### config.mk
export PLATFORM = sky130hd
export DESIGN_NAME = viu_vectored_irq_unit
export DESIGN_NICKNAME = d
export VERILOG_FILES = /design/src/pkg/viu_pkg.sv /design/src/hw/viu_vectored_irq_unit.sv
export SDC_FILE = /design/constraint.sdc
export NUM_CORES = 2
export LEC_CHECK = 0
export ABC_AREA = 0
export BUFFER_PORTS_ARGS = -buffer_cell sky130_fd_sc_hd__buf_2
export CORE_MARGIN = 3
export CORE_UTILIZATION = 57
export DETAILED_ROUTE_END_ITERATION = 10
export PLACE_DENSITY = 0.77
export SLEW_MARGIN = 10
export SYNTH_ARGS = -nofsm -noshare
export SYNTH_HDL_FRONTEND = slang
export SYNTH_SLANG_ARGS = --single-unit
### constraint.sdc
create_clock -name mclk_in -period 4.35 [get_ports mclk_in]
set_clock_uncertainty 0.2 [all_clocks]
set_input_delay 0.87 -clock mclk_in [delete_from_list [all_inputs] [get_ports mclk_in]]
set_output_delay 0.87 -clock mclk_in [all_outputs]
set_load 0.005 [all_outputs]
### src/pkg/viu_pkg.sv
// Function
// - irq_masked_status reads active requests routed to IRQ after enable masking.
// - fiq_masked_status reads active requests routed to FIQ after enable masking.
// - raw_request_status reads all inputs ORed with forced bits, before masking.
// - select bit zero routes an input to IRQ, one routes it to FIQ.
// - writing ones to input_enable_set sets enables; zeros ignored; reset clears all.
// - writing ones to input_enable_clear clears matching enables; zeros ignored.
// - ones written to forced_request_set force inputs active; zeros ignored; readable.
// - ones written to forced_request_clear clear matching forced bits; zeros ignored.
// - with guard bit set only privileged accesses are served; bit resets to zero.
// - active_handler_address shows current handler; write at handler end advances priority.
// - fallback_handler_address serves every interrupt not owned by a vector slot.
// - sixteen readable, writable slot handler address registers, one per slot.
// - wake signal raised whenever an enabled request is active.
// - register block answers at buffered, unbuffered and high base windows.
// - two groups of four read-only identification bytes at block top.
// - slot control holds five-bit source and enable bit cleared at reset.
// - slot zero has highest priority, higher slots successively lower.
package viu_pkg;

    // register offsets inside the 4 KB block
    localparam logic [11:0] OFS_IRQ_STAT   = 12'h000;
    localparam logic [11:0] OFS_FIQ_STAT   = 12'h004;
    localparam logic [11:0] OFS_RAW_STAT   = 12'h008;
    localparam logic [11:0] OFS_SELECT     = 12'h00c;
    localparam logic [11:0] OFS_ENABLE_SET = 12'h010;
    localparam logic [11:0] OFS_ENABLE_CLR = 12'h014;
    localparam logic [11:0] OFS_FORCE_SET  = 12'h018;
    localparam logic [11:0] OFS_FORCE_CLR  = 12'h01c;
    localparam logic [11:0] OFS_GUARD      = 12'h020;
    localparam logic [11:0] OFS_VECT_ADDR  = 12'h030;
    localparam logic [11:0] OFS_FALLBACK   = 12'h034;
    localparam logic [11:0] OFS_SLOT_ADDR  = 12'h100;
    localparam logic [11:0] OFS_SLOT_CTRL  = 12'h200;
    localparam logic [11:0] OFS_PERIPH_ID  = 12'hfe0;
    localparam logic [11:0] OFS_CELL_ID    = 12'hff0;

    // block base windows, address bits 31:12
    localparam logic [19:0] BASE_BUFFERED   = 20'h2f000;
    localparam logic [19:0] BASE_UNBUFFERED = 20'h1f000;
    localparam logic [19:0] BASE_HIGH       = 20'hfffff;

    // field positions and widths
    localparam int SRC_W           = 5;
    localparam int CTRL_W          = SRC_W + 1;
    localparam int GUARD_BIT       = 0;
    localparam int TRANS_ACTIVE_BIT = 1;
    localparam int PROT_PRIV_BIT   = 1;

    // identification words, arbitrary neutral values
    localparam logic [31:0] PERIPH_ID_DEF = 32'h4d3c2b1a;
    localparam logic [31:0] CELL_ID_DEF   = 32'h8877e6d5;

    typedef struct packed {
        logic               en;
        logic [SRC_W-1:0]   src;
    } viu_slot_ctrl_t;

    typedef struct packed {
        logic               sel;
        logic [1:0]         trans;
        logic               write;
        logic [3:0]         prot;
        logic [31:0]        addr;
        logic [31:0]        wdata;
        logic               ready;
    } viu_ahb_req_t;

    typedef struct packed {
        logic [31:0]        rdata;
        logic               readyout;
        logic               resp;
    } viu_ahb_rsp_t;

    // bus phase, gray along idle -> read -> idle and err1 -> err2 -> idle
    typedef enum logic [1:0] {
        BUS_IDLE = 2'h0,
        BUS_READ = 2'h1,
        BUS_ERR1 = 2'h3,
        BUS_ERR2 = 2'h2
    } viu_bus_state_t;

endpackage

### src/hw/viu_vectored_irq_unit.sv
`timescale 1ns/1ps
module viu_vectored_irq_unit #(
    parameter int          NUM_INPUTS = 32,
    parameter int          NUM_SLOTS  = 16,
    parameter logic [31:0] PERIPH_ID  = viu_pkg::PERIPH_ID_DEF,
    parameter logic [31:0] CELL_ID    = viu_pkg::CELL_ID_DEF
) (
    // clock, reset, enable
    input  wire logic                  mclk_in,
    input  wire logic                  reset_in,
    input  wire logic                  ce_in,
    // local ahb slave
    input  wire viu_pkg::viu_ahb_req_t ahb_in,
    output viu_pkg::viu_ahb_rsp_t      ahb_out,
    // interrupt sources
    input  wire logic [31:0]           irq_lines_in,
    // processor side
    output logic                       irq_out,
    output logic                       fiq_out,
    output logic                       wake_out
);
    import viu_pkg::*;

    // decode and source fields are sized for exactly 32 inputs and up to 16 slots
    // fewer slots leave upper slot offsets reading zero
    if (NUM_INPUTS != 32 || NUM_SLOTS < 1 || NUM_SLOTS > 16) begin : g_bad_params
        $error("viu_vectored_irq_unit: unsupported NUM_INPUTS or NUM_SLOTS");
    end

    // input synchroniser stages
    logic [31:0]          sync1_reg;
    logic [31:0]          sync2_reg;

    // software-visible control state
    logic [31:0]          select_reg;
    logic [31:0]          enable_reg;
    logic [31:0]          forced_reg;
    logic                 guard_reg;
    logic [31:0]          fallback_reg;

    // vector tables and open levels
    logic [31:0]          slot_addr_reg [NUM_SLOTS];
    viu_slot_ctrl_t       slot_ctrl_reg [NUM_SLOTS];
    logic [NUM_SLOTS:0]   in_service_reg;

    // bus data phase
    viu_bus_state_t       state_reg;
    viu_ahb_rsp_t         rsp_reg;
    logic [11:0]          addr_reg;
    logic                 wr_pend_reg;

    // registered processor lines
    logic                 irq_reg;
    logic                 fiq_reg;
    logic                 wake_reg;

    // request views
    logic [31:0]          raw;
    logic [31:0]          irq_stat;
    logic [31:0]          fiq_stat;
    logic [NUM_SLOTS-1:0] slot_hit;

    // bus decode
    logic                 accept;
    logic                 hit_base;
    logic                 refuse;
    logic                 rd_fire;
    logic                 wr_fire;
    logic [3:0]           slot_idx;
    logic                 in_slot_addr;
    logic                 in_slot_ctrl;

    // priority pick and read path
    logic                 pick_found;
    logic [3:0]           pick_idx;
    logic                 pick_blocked;
    logic [31:0]          vect_value;
    logic [31:0]          rd_value;
    logic [NUM_SLOTS:0]   top_service;

    // every output comes straight from a flop
    assign ahb_out  = rsp_reg;
    assign irq_out  = irq_reg;
    assign fiq_out  = fiq_reg;
    assign wake_out = wake_reg;

    // two-stage synchroniser: sources come from other blocks and chip pins
    // only sync2 reads sync1, so metastability never fans out
    // ce_in low holds every flop, bus answer included
    always_ff @(posedge mclk_in) begin
        if (reset_in) begin
            sync1_reg <= 32'h0;
            sync2_reg <= 32'h0;
        end else if (ce_in) begin
            sync1_reg <= irq_lines_in;
            sync2_reg <= sync1_reg;
        end
    end

    // request views
    assign raw      = sync2_reg | forced_reg;
    assign irq_stat = raw & enable_reg & ~select_reg;
    assign fiq_stat = raw & enable_reg & select_reg;

    // processor lines, registered so they come straight from flops
    // one edge of latency keeps glitches off the core
    always_ff @(posedge mclk_in) begin
        if (reset_in) begin
            irq_reg  <= 1'b0;
            fiq_reg  <= 1'b0;
            wake_reg <= 1'b0;
        end else if (ce_in) begin
            irq_reg  <= |irq_stat;
            fiq_reg  <= |fiq_stat;
            wake_reg <= |(raw & enable_reg);
        end
    end

    // address phase qualification
    // a refused access captures its offset but fires no strobe
    // privilege comes from bit 1 of the protection code
    assign accept   = ahb_in.sel & ahb_in.trans[TRANS_ACTIVE_BIT] & ahb_in.ready;
    assign hit_base = (ahb_in.addr[31:12] == BASE_BUFFERED) ||
                      (ahb_in.addr[31:12] == BASE_UNBUFFERED) ||
                      (ahb_in.addr[31:12] == BASE_HIGH);
    assign refuse   = ~hit_base | (guard_reg & ~ahb_in.prot[PROT_PRIV_BIT]);

    // data phase strobes and decode of the captured offset
    assign rd_fire      = (state_reg == BUS_READ);
    assign wr_fire      = wr_pend_reg;
    assign slot_idx     = addr_reg[5:2];
    assign in_slot_addr = (addr_reg[11:6] == OFS_SLOT_ADDR[11:6]) && (32'(slot_idx) < NUM_SLOTS);
    assign in_slot_ctrl = (addr_reg[11:6] == OFS_SLOT_CTRL[11:6]) && (32'(slot_idx) < NUM_SLOTS);

    // bus phase machine; reads take one wait state so a write just ahead is seen
    // a new address is taken whenever readyout is high
    // errors take two cycles so the master can cancel
    always_ff @(posedge mclk_in) begin
        if (reset_in) begin
            state_reg   <= BUS_IDLE;
            rsp_reg     <= '{rdata: 32'h0, readyout: 1'b1, resp: 1'b0};
            addr_reg    <= 12'h0;
            wr_pend_reg <= 1'b0;
        end else if (ce_in) begin
            wr_pend_reg <= 1'b0;
            if (accept) begin
                addr_reg <= ahb_in.addr[11:0];
            end
            case (state_reg)
                BUS_IDLE, BUS_ERR2: begin
                    if (accept && refuse) begin
                        state_reg        <= BUS_ERR1;
                        rsp_reg.readyout <= 1'b0;
                        rsp_reg.resp     <= 1'b1;
                    end else if (accept && !ahb_in.write) begin
                        state_reg        <= BUS_READ;
                        rsp_reg.readyout <= 1'b0;
                        rsp_reg.resp     <= 1'b0;
                    end else begin
                        state_reg        <= BUS_IDLE;
                        rsp_reg.readyout <= 1'b1;
                        rsp_reg.resp     <= 1'b0;
                        wr_pend_reg      <= accept;
                    end
                end
                BUS_READ: begin
                    state_reg        <= BUS_IDLE;
                    rsp_reg.rdata    <= rd_value;
                    rsp_reg.readyout <= 1'b1;
                end
                BUS_ERR1: begin
                    state_reg        <= BUS_ERR2;
                    rsp_reg.readyout <= 1'b1;
                end
                default: begin
                    state_reg        <= BUS_IDLE;
                    rsp_reg.readyout <= 1'b1;
                    rsp_reg.resp     <= 1'b0;
                end
            endcase
        end
    end

    // per-slot request match on the IRQ side only
    // fiq-routed sources are never vectored
    for (genvar g = 0; g < NUM_SLOTS; g++) begin : g_slot
        assign slot_hit[g] = slot_ctrl_reg[g].en & irq_stat[slot_ctrl_reg[g].src];
    end

    // priority pick: lowest slot wins, stopping at the level now in service
    // an open level masks itself and all higher-numbered slots
    always_comb begin
        pick_found   = 1'b0;
        pick_blocked = 1'b0;
        pick_idx     = 4'h0;
        for (int i = 0; i < NUM_SLOTS; i++) begin
            if (!pick_found && !pick_blocked) begin
                if (in_service_reg[i]) begin
                    pick_blocked = 1'b1;
                end else if (slot_hit[i]) begin
                    pick_found = 1'b1;
                    pick_idx   = 4'(i);
                end
            end
        end
    end

    // handler address shown to software
    // with the pick masked, software gets the fallback
    assign vect_value = pick_found ? slot_addr_reg[pick_idx] : fallback_reg;

    // highest-priority level in service, the one a handler-end write retires
    // scanned downward so the lowest open index wins
    always_comb begin
        top_service = '0;
        for (int i = NUM_SLOTS; i >= 0; i--) begin
            if (in_service_reg[i]) begin
                top_service    = '0;
                top_service[i] = 1'b1;
            end
        end
    end

    // in-service levels: a vector read opens a level, a vector write closes it
    // the fallback level sits above the top slot
    // polling other offsets never touches the levels
    always_ff @(posedge mclk_in) begin
        if (reset_in) begin
            in_service_reg <= '0;
        end else if (ce_in) begin
            if (rd_fire && addr_reg == OFS_VECT_ADDR) begin
                if (pick_found) begin
                    in_service_reg[pick_idx] <= 1'b1;
                end else if (|irq_stat && !pick_blocked) begin
                    in_service_reg[NUM_SLOTS] <= 1'b1;
                end
            end else if (wr_fire && addr_reg == OFS_VECT_ADDR) begin
                in_service_reg <= in_service_reg & ~top_service;
            end
        end
    end

    // routing, guard and fallback address
    // the guard keeps bit zero only
    always_ff @(posedge mclk_in) begin
        if (reset_in) begin
            select_reg   <= 32'h0;
            guard_reg    <= 1'b0;
            fallback_reg <= 32'h0;
        end else if (ce_in && wr_fire) begin
            if (addr_reg == OFS_SELECT) begin
                select_reg <= ahb_in.wdata;
            end else if (addr_reg == OFS_GUARD) begin
                guard_reg <= ahb_in.wdata[GUARD_BIT];
            end else if (addr_reg == OFS_FALLBACK) begin
                fallback_reg <= ahb_in.wdata;
            end
        end
    end

    // enables: set and clear live at separate offsets so they never meet
    // a write lands on the edge ending its data phase
    always_ff @(posedge mclk_in) begin
        if (reset_in) begin
            enable_reg <= 32'h0;
        end else if (ce_in && wr_fire) begin
            if (addr_reg == OFS_ENABLE_SET) begin
                enable_reg <= enable_reg | ahb_in.wdata;
            end else if (addr_reg == OFS_ENABLE_CLR) begin
                enable_reg <= enable_reg & ~ahb_in.wdata;
            end
        end
    end

    // software-forced requests
    // forcing sits ahead of masking, so raw shows it
    // a forced bit stays until a clear write removes it
    always_ff @(posedge mclk_in) begin
        if (reset_in) begin
            forced_reg <= 32'h0;
        end else if (ce_in && wr_fire) begin
            if (addr_reg == OFS_FORCE_SET) begin
                forced_reg <= forced_reg | ahb_in.wdata;
            end else if (addr_reg == OFS_FORCE_CLR) begin
                forced_reg <= forced_reg & ~ahb_in.wdata;
            end
        end
    end

    // slot tables; addresses are cleared too so nothing jumps to garbage
    // writes past NUM_SLOTS land nowhere
    always_ff @(posedge mclk_in) begin
        if (reset_in) begin
            for (int i = 0; i < NUM_SLOTS; i++) begin
                slot_addr_reg[i] <= 32'h0;
                slot_ctrl_reg[i] <= '0;
            end
        end else if (ce_in && wr_fire) begin
            for (int i = 0; i < NUM_SLOTS; i++) begin
                if (in_slot_addr && slot_idx == 4'(i)) begin
                    slot_addr_reg[i] <= ahb_in.wdata;
                end
                if (in_slot_ctrl && slot_idx == 4'(i)) begin
                    slot_ctrl_reg[i] <= viu_slot_ctrl_t'(ahb_in.wdata[CTRL_W-1:0]);
                end
            end
        end
    end

    // read multiplexer; unlisted offsets read zero
    // it decodes the offset captured at the address phase
    // each id offset returns one byte in bits 7:0
    always_comb begin
        rd_value = 32'h0;
        if (addr_reg == OFS_IRQ_STAT) begin
            rd_value = irq_stat;
        end else if (addr_reg == OFS_FIQ_STAT) begin
            rd_value = fiq_stat;
        end else if (addr_reg == OFS_RAW_STAT) begin
            rd_value = raw;
        end else if (addr_reg == OFS_SELECT) begin
            rd_value = select_reg;
        end else if (addr_reg == OFS_ENABLE_SET) begin
            rd_value = enable_reg;
        end else if (addr_reg == OFS_FORCE_SET) begin
            rd_value = forced_reg;
        end else if (addr_reg == OFS_GUARD) begin
            rd_value = 32'(guard_reg);
        end else if (addr_reg == OFS_VECT_ADDR) begin
            rd_value = vect_value;
        end else if (addr_reg == OFS_FALLBACK) begin
            rd_value = fallback_reg;
        end else if (in_slot_addr) begin
            rd_value = slot_addr_reg[slot_idx];
        end else if (in_slot_ctrl) begin
            rd_value = 32'(slot_ctrl_reg[slot_idx]);
        end else if (addr_reg[11:4] == OFS_PERIPH_ID[11:4]) begin
            rd_value = 32'(PERIPH_ID[{addr_reg[3:2], 3'h0} +: 8]);
        end else if (addr_reg[11:4] == OFS_CELL_ID[11:4]) begin
            rd_value = 32'(CELL_ID[{addr_reg[3:2], 3'h0} +: 8]);
        end
    end

endmodule

==> results of run 1 <==
-- repair_timing --
action / in CTS
pin swaps: 122
gates resized for setup: 299
gates cloned: 5
setup buffers: 52
endpoints found under the setup margin: 48
-- logic make-up after synthesis --
kind of cell | Yosys count
DFF | 873
xor gates and xnor gates | 1
and+or+nand+nor | 1804
AOI/OAI and AO/OA | 1190
adders and majority gates | 5
muxes | 333
buffers and inverters | 547
-- routing by layer --
| metal | GRT usage, % | overflow |
|---|---|---|
| met5 | 55.3 | 0 |
| met4 | 71.3 | 0 |
| met3 | 66.8 | 0 |
| met2 | 87.5 | 9 |
| met1 | 79.2 | 3 |
-- per-stage QoR --
| stage | cells | setup TNS, ns |
|---|---|---|
| 2_1_floorplan | 4753 | 0 |
| 3_3_place_gp | 6394 | -36.38 |
| 3_5_place_dp | 6394 | -38.25 |
| 4_1_cts | 6619 | -13.25 |
==> summary.txt, run 1 <==
Synthesis
  • Post-synth EDFFs: 608
  • Leading area contributor after synthesis: edfxtp_1
  • Simple-Gate Fraction of Synth Area: 16.8%
  • Count of different cell masters after synthesis: 102
  • Synthesized area per cell: 10.1 um^2
  • Ys async rst share: 0%
  • Register area share after synthesis: 49.0%
  • Post-Synth Adder-Cell Area: 0.130%
  • Largest family of logic cells by synthesized area: compound AO/OA/AOI/OAI gates
  • Post-synth top area share: 38.0%
  • Yosys synthesis warning count: 0
  • Compound-Gate Fraction of Synth Area: 16.9%
  • Most frequent cell after synthesis: nor2_1
  • Synth Register Bits: 873
  • Ranking of synthesized cells by area: edfxtp_1 38%, dfxtp_1 11%, mux4_2 10%
  • Xor-xnor portion of the synthesized cell area: 0.0182%
  • Mapped cell area: 0.0481 mm^2
  • Gate Count Post-Synth: 4753
  • Net Count, Synth: 4866
  • Main synth FF type: edfxtp_1
  • Mux share of post-synthesis cell area: 12.5%
  • Post-synth top cells: 706 x nor2_1, 608 x edfxtp_1, 513 x nand2_1

Floorplan
  • Std cell rows: 105
  • I/O pins: 145
  • Die Ht: 296 um
  • DIE WIDTH: 296 um
  • Starting density of the core: 58.1%

Clock tree
  • Clk buf depth: 3
  • Clock sinks: 873
  • H-tree depth: 3
  • CTS buffer count: 92
  • CTS root buffer: clkbuf_16
  • Hold buffer count at CTS: 0

Global route
  • Largest net degree at the start of global routing: 76
  • Total gr overflow: 12
  • GRT Resource Usage Total: 77.1%

Place
  • Routability congestion estimate: 1.11
  • Buffers added on ports: 140
  • Cell Area, Placed: 0.0558 mm^2
  • Dpl ws: -1.33 ns
  • Post-DP HPWL: 171000 um

Run status
  • Failed at: global routing
  • Status: did not finish
  • Tool error: [ERROR GRT-0232] Routing congestion too high. Check the congestion heatmap in the GUI.
==> run 2: changes to the inputs <==
--- a/config.mk
+++ b/config.mk
@@ -8,9 +8,9 @@
 export ABC_AREA = 0
 export BUFFER_PORTS_ARGS = -buffer_cell sky130_fd_sc_hd__buf_2
 export CORE_MARGIN = 3
-export CORE_UTILIZATION = 57
+export CORE_UTILIZATION = 40
 export DETAILED_ROUTE_END_ITERATION = 10
-export PLACE_DENSITY = 0.77
+export PLACE_DENSITY_LB_ADDON = 0.15
 export SLEW_MARGIN = 10
 export SYNTH_ARGS = -nofsm -noshare
 export SYNTH_HDL_FRONTEND = slang
==> constraint.sdc (replaced) <==
create_clock -name mclk_in -period 5.7 [get_ports mclk_in]
set_clock_uncertainty 0.2 [all_clocks]
set_input_delay 1.14 -clock mclk_in [delete_from_list [all_inputs] [get_ports mclk_in]]
set_output_delay 1.14 -clock mclk_in [all_outputs]
set_load 0.005 [all_outputs]
==> run 2 against run 1 <==
- the run now ends clean
- synthesized cell count unchanged
- area after synthesis is the same
==> summary.txt, run 2 <==
Global route
  • Total gr overflow: 0
  • Largest net degree at the start of global routing: 77
  • M3 GR Usage: 11.6%
  • GRT Resource Usage Total: 36.9%
  • Met1 Resource Use GR: 48.6%
  • Number of global-route vias before repair: 41900
  • Initial antenna violation count: 13
  • Met2 usage: 53.9%
  • Top Usage Layer GRT: met2
  • Global-route wire length before repair: 328000 um

Clock tree
  • Clk buf depth: 3 (unchanged)
  • Reg clk slew, reported paths: 0.06 ns
  • CTS buffer count: 98 (was 92)
  • CTS root buffer: clkbuf_16 (unchanged)
  • Clock sinks: 873 (unchanged)
  • H-tree depth: 3 (unchanged)
  • CTS tree: done
  • Worst-Skew Late Latency: 0.72 ns
  • Hold buffer count at CTS: 0 (unchanged)

Synthesis
  • Post-synth top cells: 706 x nor2_1, 608 x edfxtp_1, 513 x nand2_1 (unchanged)
  • Main synth FF type: edfxtp_1 (unchanged)
  • Post-synth top area share: 38.0% (unchanged)
  • Net Count, Synth: 4866 (unchanged)
  • Synthesized area per cell: 10.1 um^2 (unchanged)
  • Gate Count Post-Synth: 4753 (unchanged)
  • Ranking of synthesized cells by area: edfxtp_1 38%, dfxtp_1 11%, mux4_2 10% (unchanged)
  • Synth Register Bits: 873 (unchanged)
  • Count of different cell masters after synthesis: 102 (unchanged)
  • Post-synth EDFFs: 608 (unchanged)
  • Ys async rst share: 0% (unchanged)
  • Register area share after synthesis: 49.0% (unchanged)
  • Leading area contributor after synthesis: edfxtp_1 (unchanged)
  • Yosys synthesis warning count: 0 (unchanged)
  • Mapped cell area: 0.0481 mm^2 (unchanged)
  • Most frequent cell after synthesis: nor2_1 (unchanged)

Route
  • Number of nets with antenna violations after routing: 0
  • Residual DRC: 0
  • DR WL/cell: 35.1 um
  • Vias/cell: 6.69
  • Iteration count of the initial detailed-routing pass: 7
  • Final WL: 236000 um
  • Via count: 45100
  • Initial DRC count: 7495

Power and ir drop
  • PwrDens: 289 mW/mm^2
  • Pwr Total: 16400 uW
  • P_leak: 0.0197 uW
  • Peak supply drop: 0.233 mV

Layout
  • Layout Cells excl Fill: 6739
  • Layout net count: 5160
  • Share of layout cells above drive strength 1: 22.6%
  • Largest register FFs: 512
  • Commonest cells after routing, fill and taps aside: 694 x nor2_1, 608 x edfxtp_1, 485 x nand2_1, 453 x buf_4, 327 x a21oi_1
  • Most common cell after layout, fill and taps aside: nor2_1
  • Area growth from synthesis to layout: 17.9%

Worst setup path
  • Levels on crit path: 18
  • Crit Path Category: reg -> reg
  • Data required time of the worst path: 6.05 ns
  • CP bufs+invs: 3
  • Crit path DAT: 6.02 ns
  • Reg2reg path depth: 18
  • CP Launch Type: register
  • Worst-path maximum fanout: 32
  • Critical Path, Cell by Cell: o21ai_4 > nor2_2 > buf_4 > mux4_2 > and4b_1 > a2111o_1 > or4b_1 > a21oi_1 > a31oi_1 > o31a_1 > a211o_4 > buf_12 > buf_12 > o22a_1 > o221ai_1 > a221oi_1 > a21oi_1 > o22ai_1
  • Highest cell delay on the worst timing path: 0.68 ns
  • Kind of cell adding the most delay to the critical path: compound AO/OA/AOI/OAI gates
  • Slowest-stage cell, CP: or4b_1
  • CP endpoint kind: register

Place
  • Routability congestion estimate: 1.08 (was 1.11)
  • Buffers added on ports: 140 (unchanged)
  • Placed Cells: 6544 (was 6394)
  • Post-DP HPWL: 162000 um (was 171000 um)

Floorplan
  • DIE WIDTH: 353 um (was 296 um)
  • Core ar.: 0.119 mm^2
  • I/O pins: 145 (unchanged)
  • Starting density of the core: 40.5% (was 58.1%)
  • Die area: 0.124 mm^2
  • Std cell rows: 126 (was 105)
  • Die Ht: 353 um (was 296 um)

STA
  • Final setup viols: 0
  • Worst-Margin Slew: 1.29 ns
  • Tcrit/Tclk final: 99.3%
  • Fmax: 0.177 GHz
  • Unrepaired setup endpoints after global routing: no
  • Slew Viols, Final: 0
  • Total negative slack: 0 ns
  • Final Hold Vio Count: 0
  • Crit path time final: 5.66 ns
  • Slew HR: 13.5%

Min path
  • Hold Path Depth: 2
  • Tightest Hold Check Type: reg -> reg

Run status
  • Status: finished, final reports clean (was did not finish)

Flow run
  • Max-cap violations: 0
## run 2: cell counts after synthesis
No cell type changed its count.
## run 2: through the flow
| step | util (%) | hold slack, ns | setup WS (ns) | cell area [um^2] |
|---|---|---|---|---|
| 3_5_place_dp | 44.9 | 0.247 | 0.0140 | 53300 |
| 3_3_place_gp | 44.9 | 0.244 | 0.0642 | 53300 |
| 4_1_cts | 47.7 | 0.256 | 0.0996 | 56600 |
| 2_1_floorplan | - | 0.236 | 1.47 | 48100 |
| 5_1_grt | 47.7 | 0.272 | 0.0107 | 56700 |
| 6_report | 47.7 | 0.255 | 0.0376 | 56700 |
## run 2: timing repair
action                     in CTS  in global routing
resized for setup               1                 11
buffers inserted                0                  3
setup endpoints to repair       2                 24
pin swaps                       0                  1
## run 2: cell families after synthesis
group / after synthesis / synth area share [%]
XOR/XNOR: 1 / 0.0182
buffers and inverters: 547 / 4.58
AO/OA/AOI/OAI: 1190 / 16.9
adder cells (fa/ha/maj): 5 / 0.130
flip-flops: 873 / 49.0
multiplexers: 333 / 12.5
AND/OR/NAND/NOR: 1804 / 16.8
## run 2: final cells by class
type	instances	area [um^2]
Fill cell	11100	62000
Sequential cell	873	23600
Multi-Input combinational cell	3333	22500
Timing Repair Buffer	633	4930
Clock buffer	110	2590
Tap cell	1600	2000
Clock inverter	74	648
Inverter	108	407
Antenna cell	8	20.0
## run 2: power by group
part	switching, uW	internal (uW)
Sequential	232	7040
Clock	2850	3680
Combinational	1600	956
## run 2: worst min-delay path, cell delays in order, from the launching register on
cell and delay [ns]:
dfxtp_1 0.31, nand2_1 0.05, a21oi_1 0.05
## run 2: worst paths after layout
check              startpoint               end  slack (ns)
max                  register       ahb_out[19]        0.04
min          fallback_reg[18]  fallback_reg[18]        0.25
min reg2reg  fallback_reg[18]  fallback_reg[18]        0.25
max reg2reg          register       ahb_out[19]        0.04
## run 2: metal layers
layer	wire [um]	share of wire (%)
met1	89000	38
met2	99200	42
met3	31800	13
met4	16300	6.9
met5	43	0.018
No activity file was read; power rests on OpenSTA's default activity.
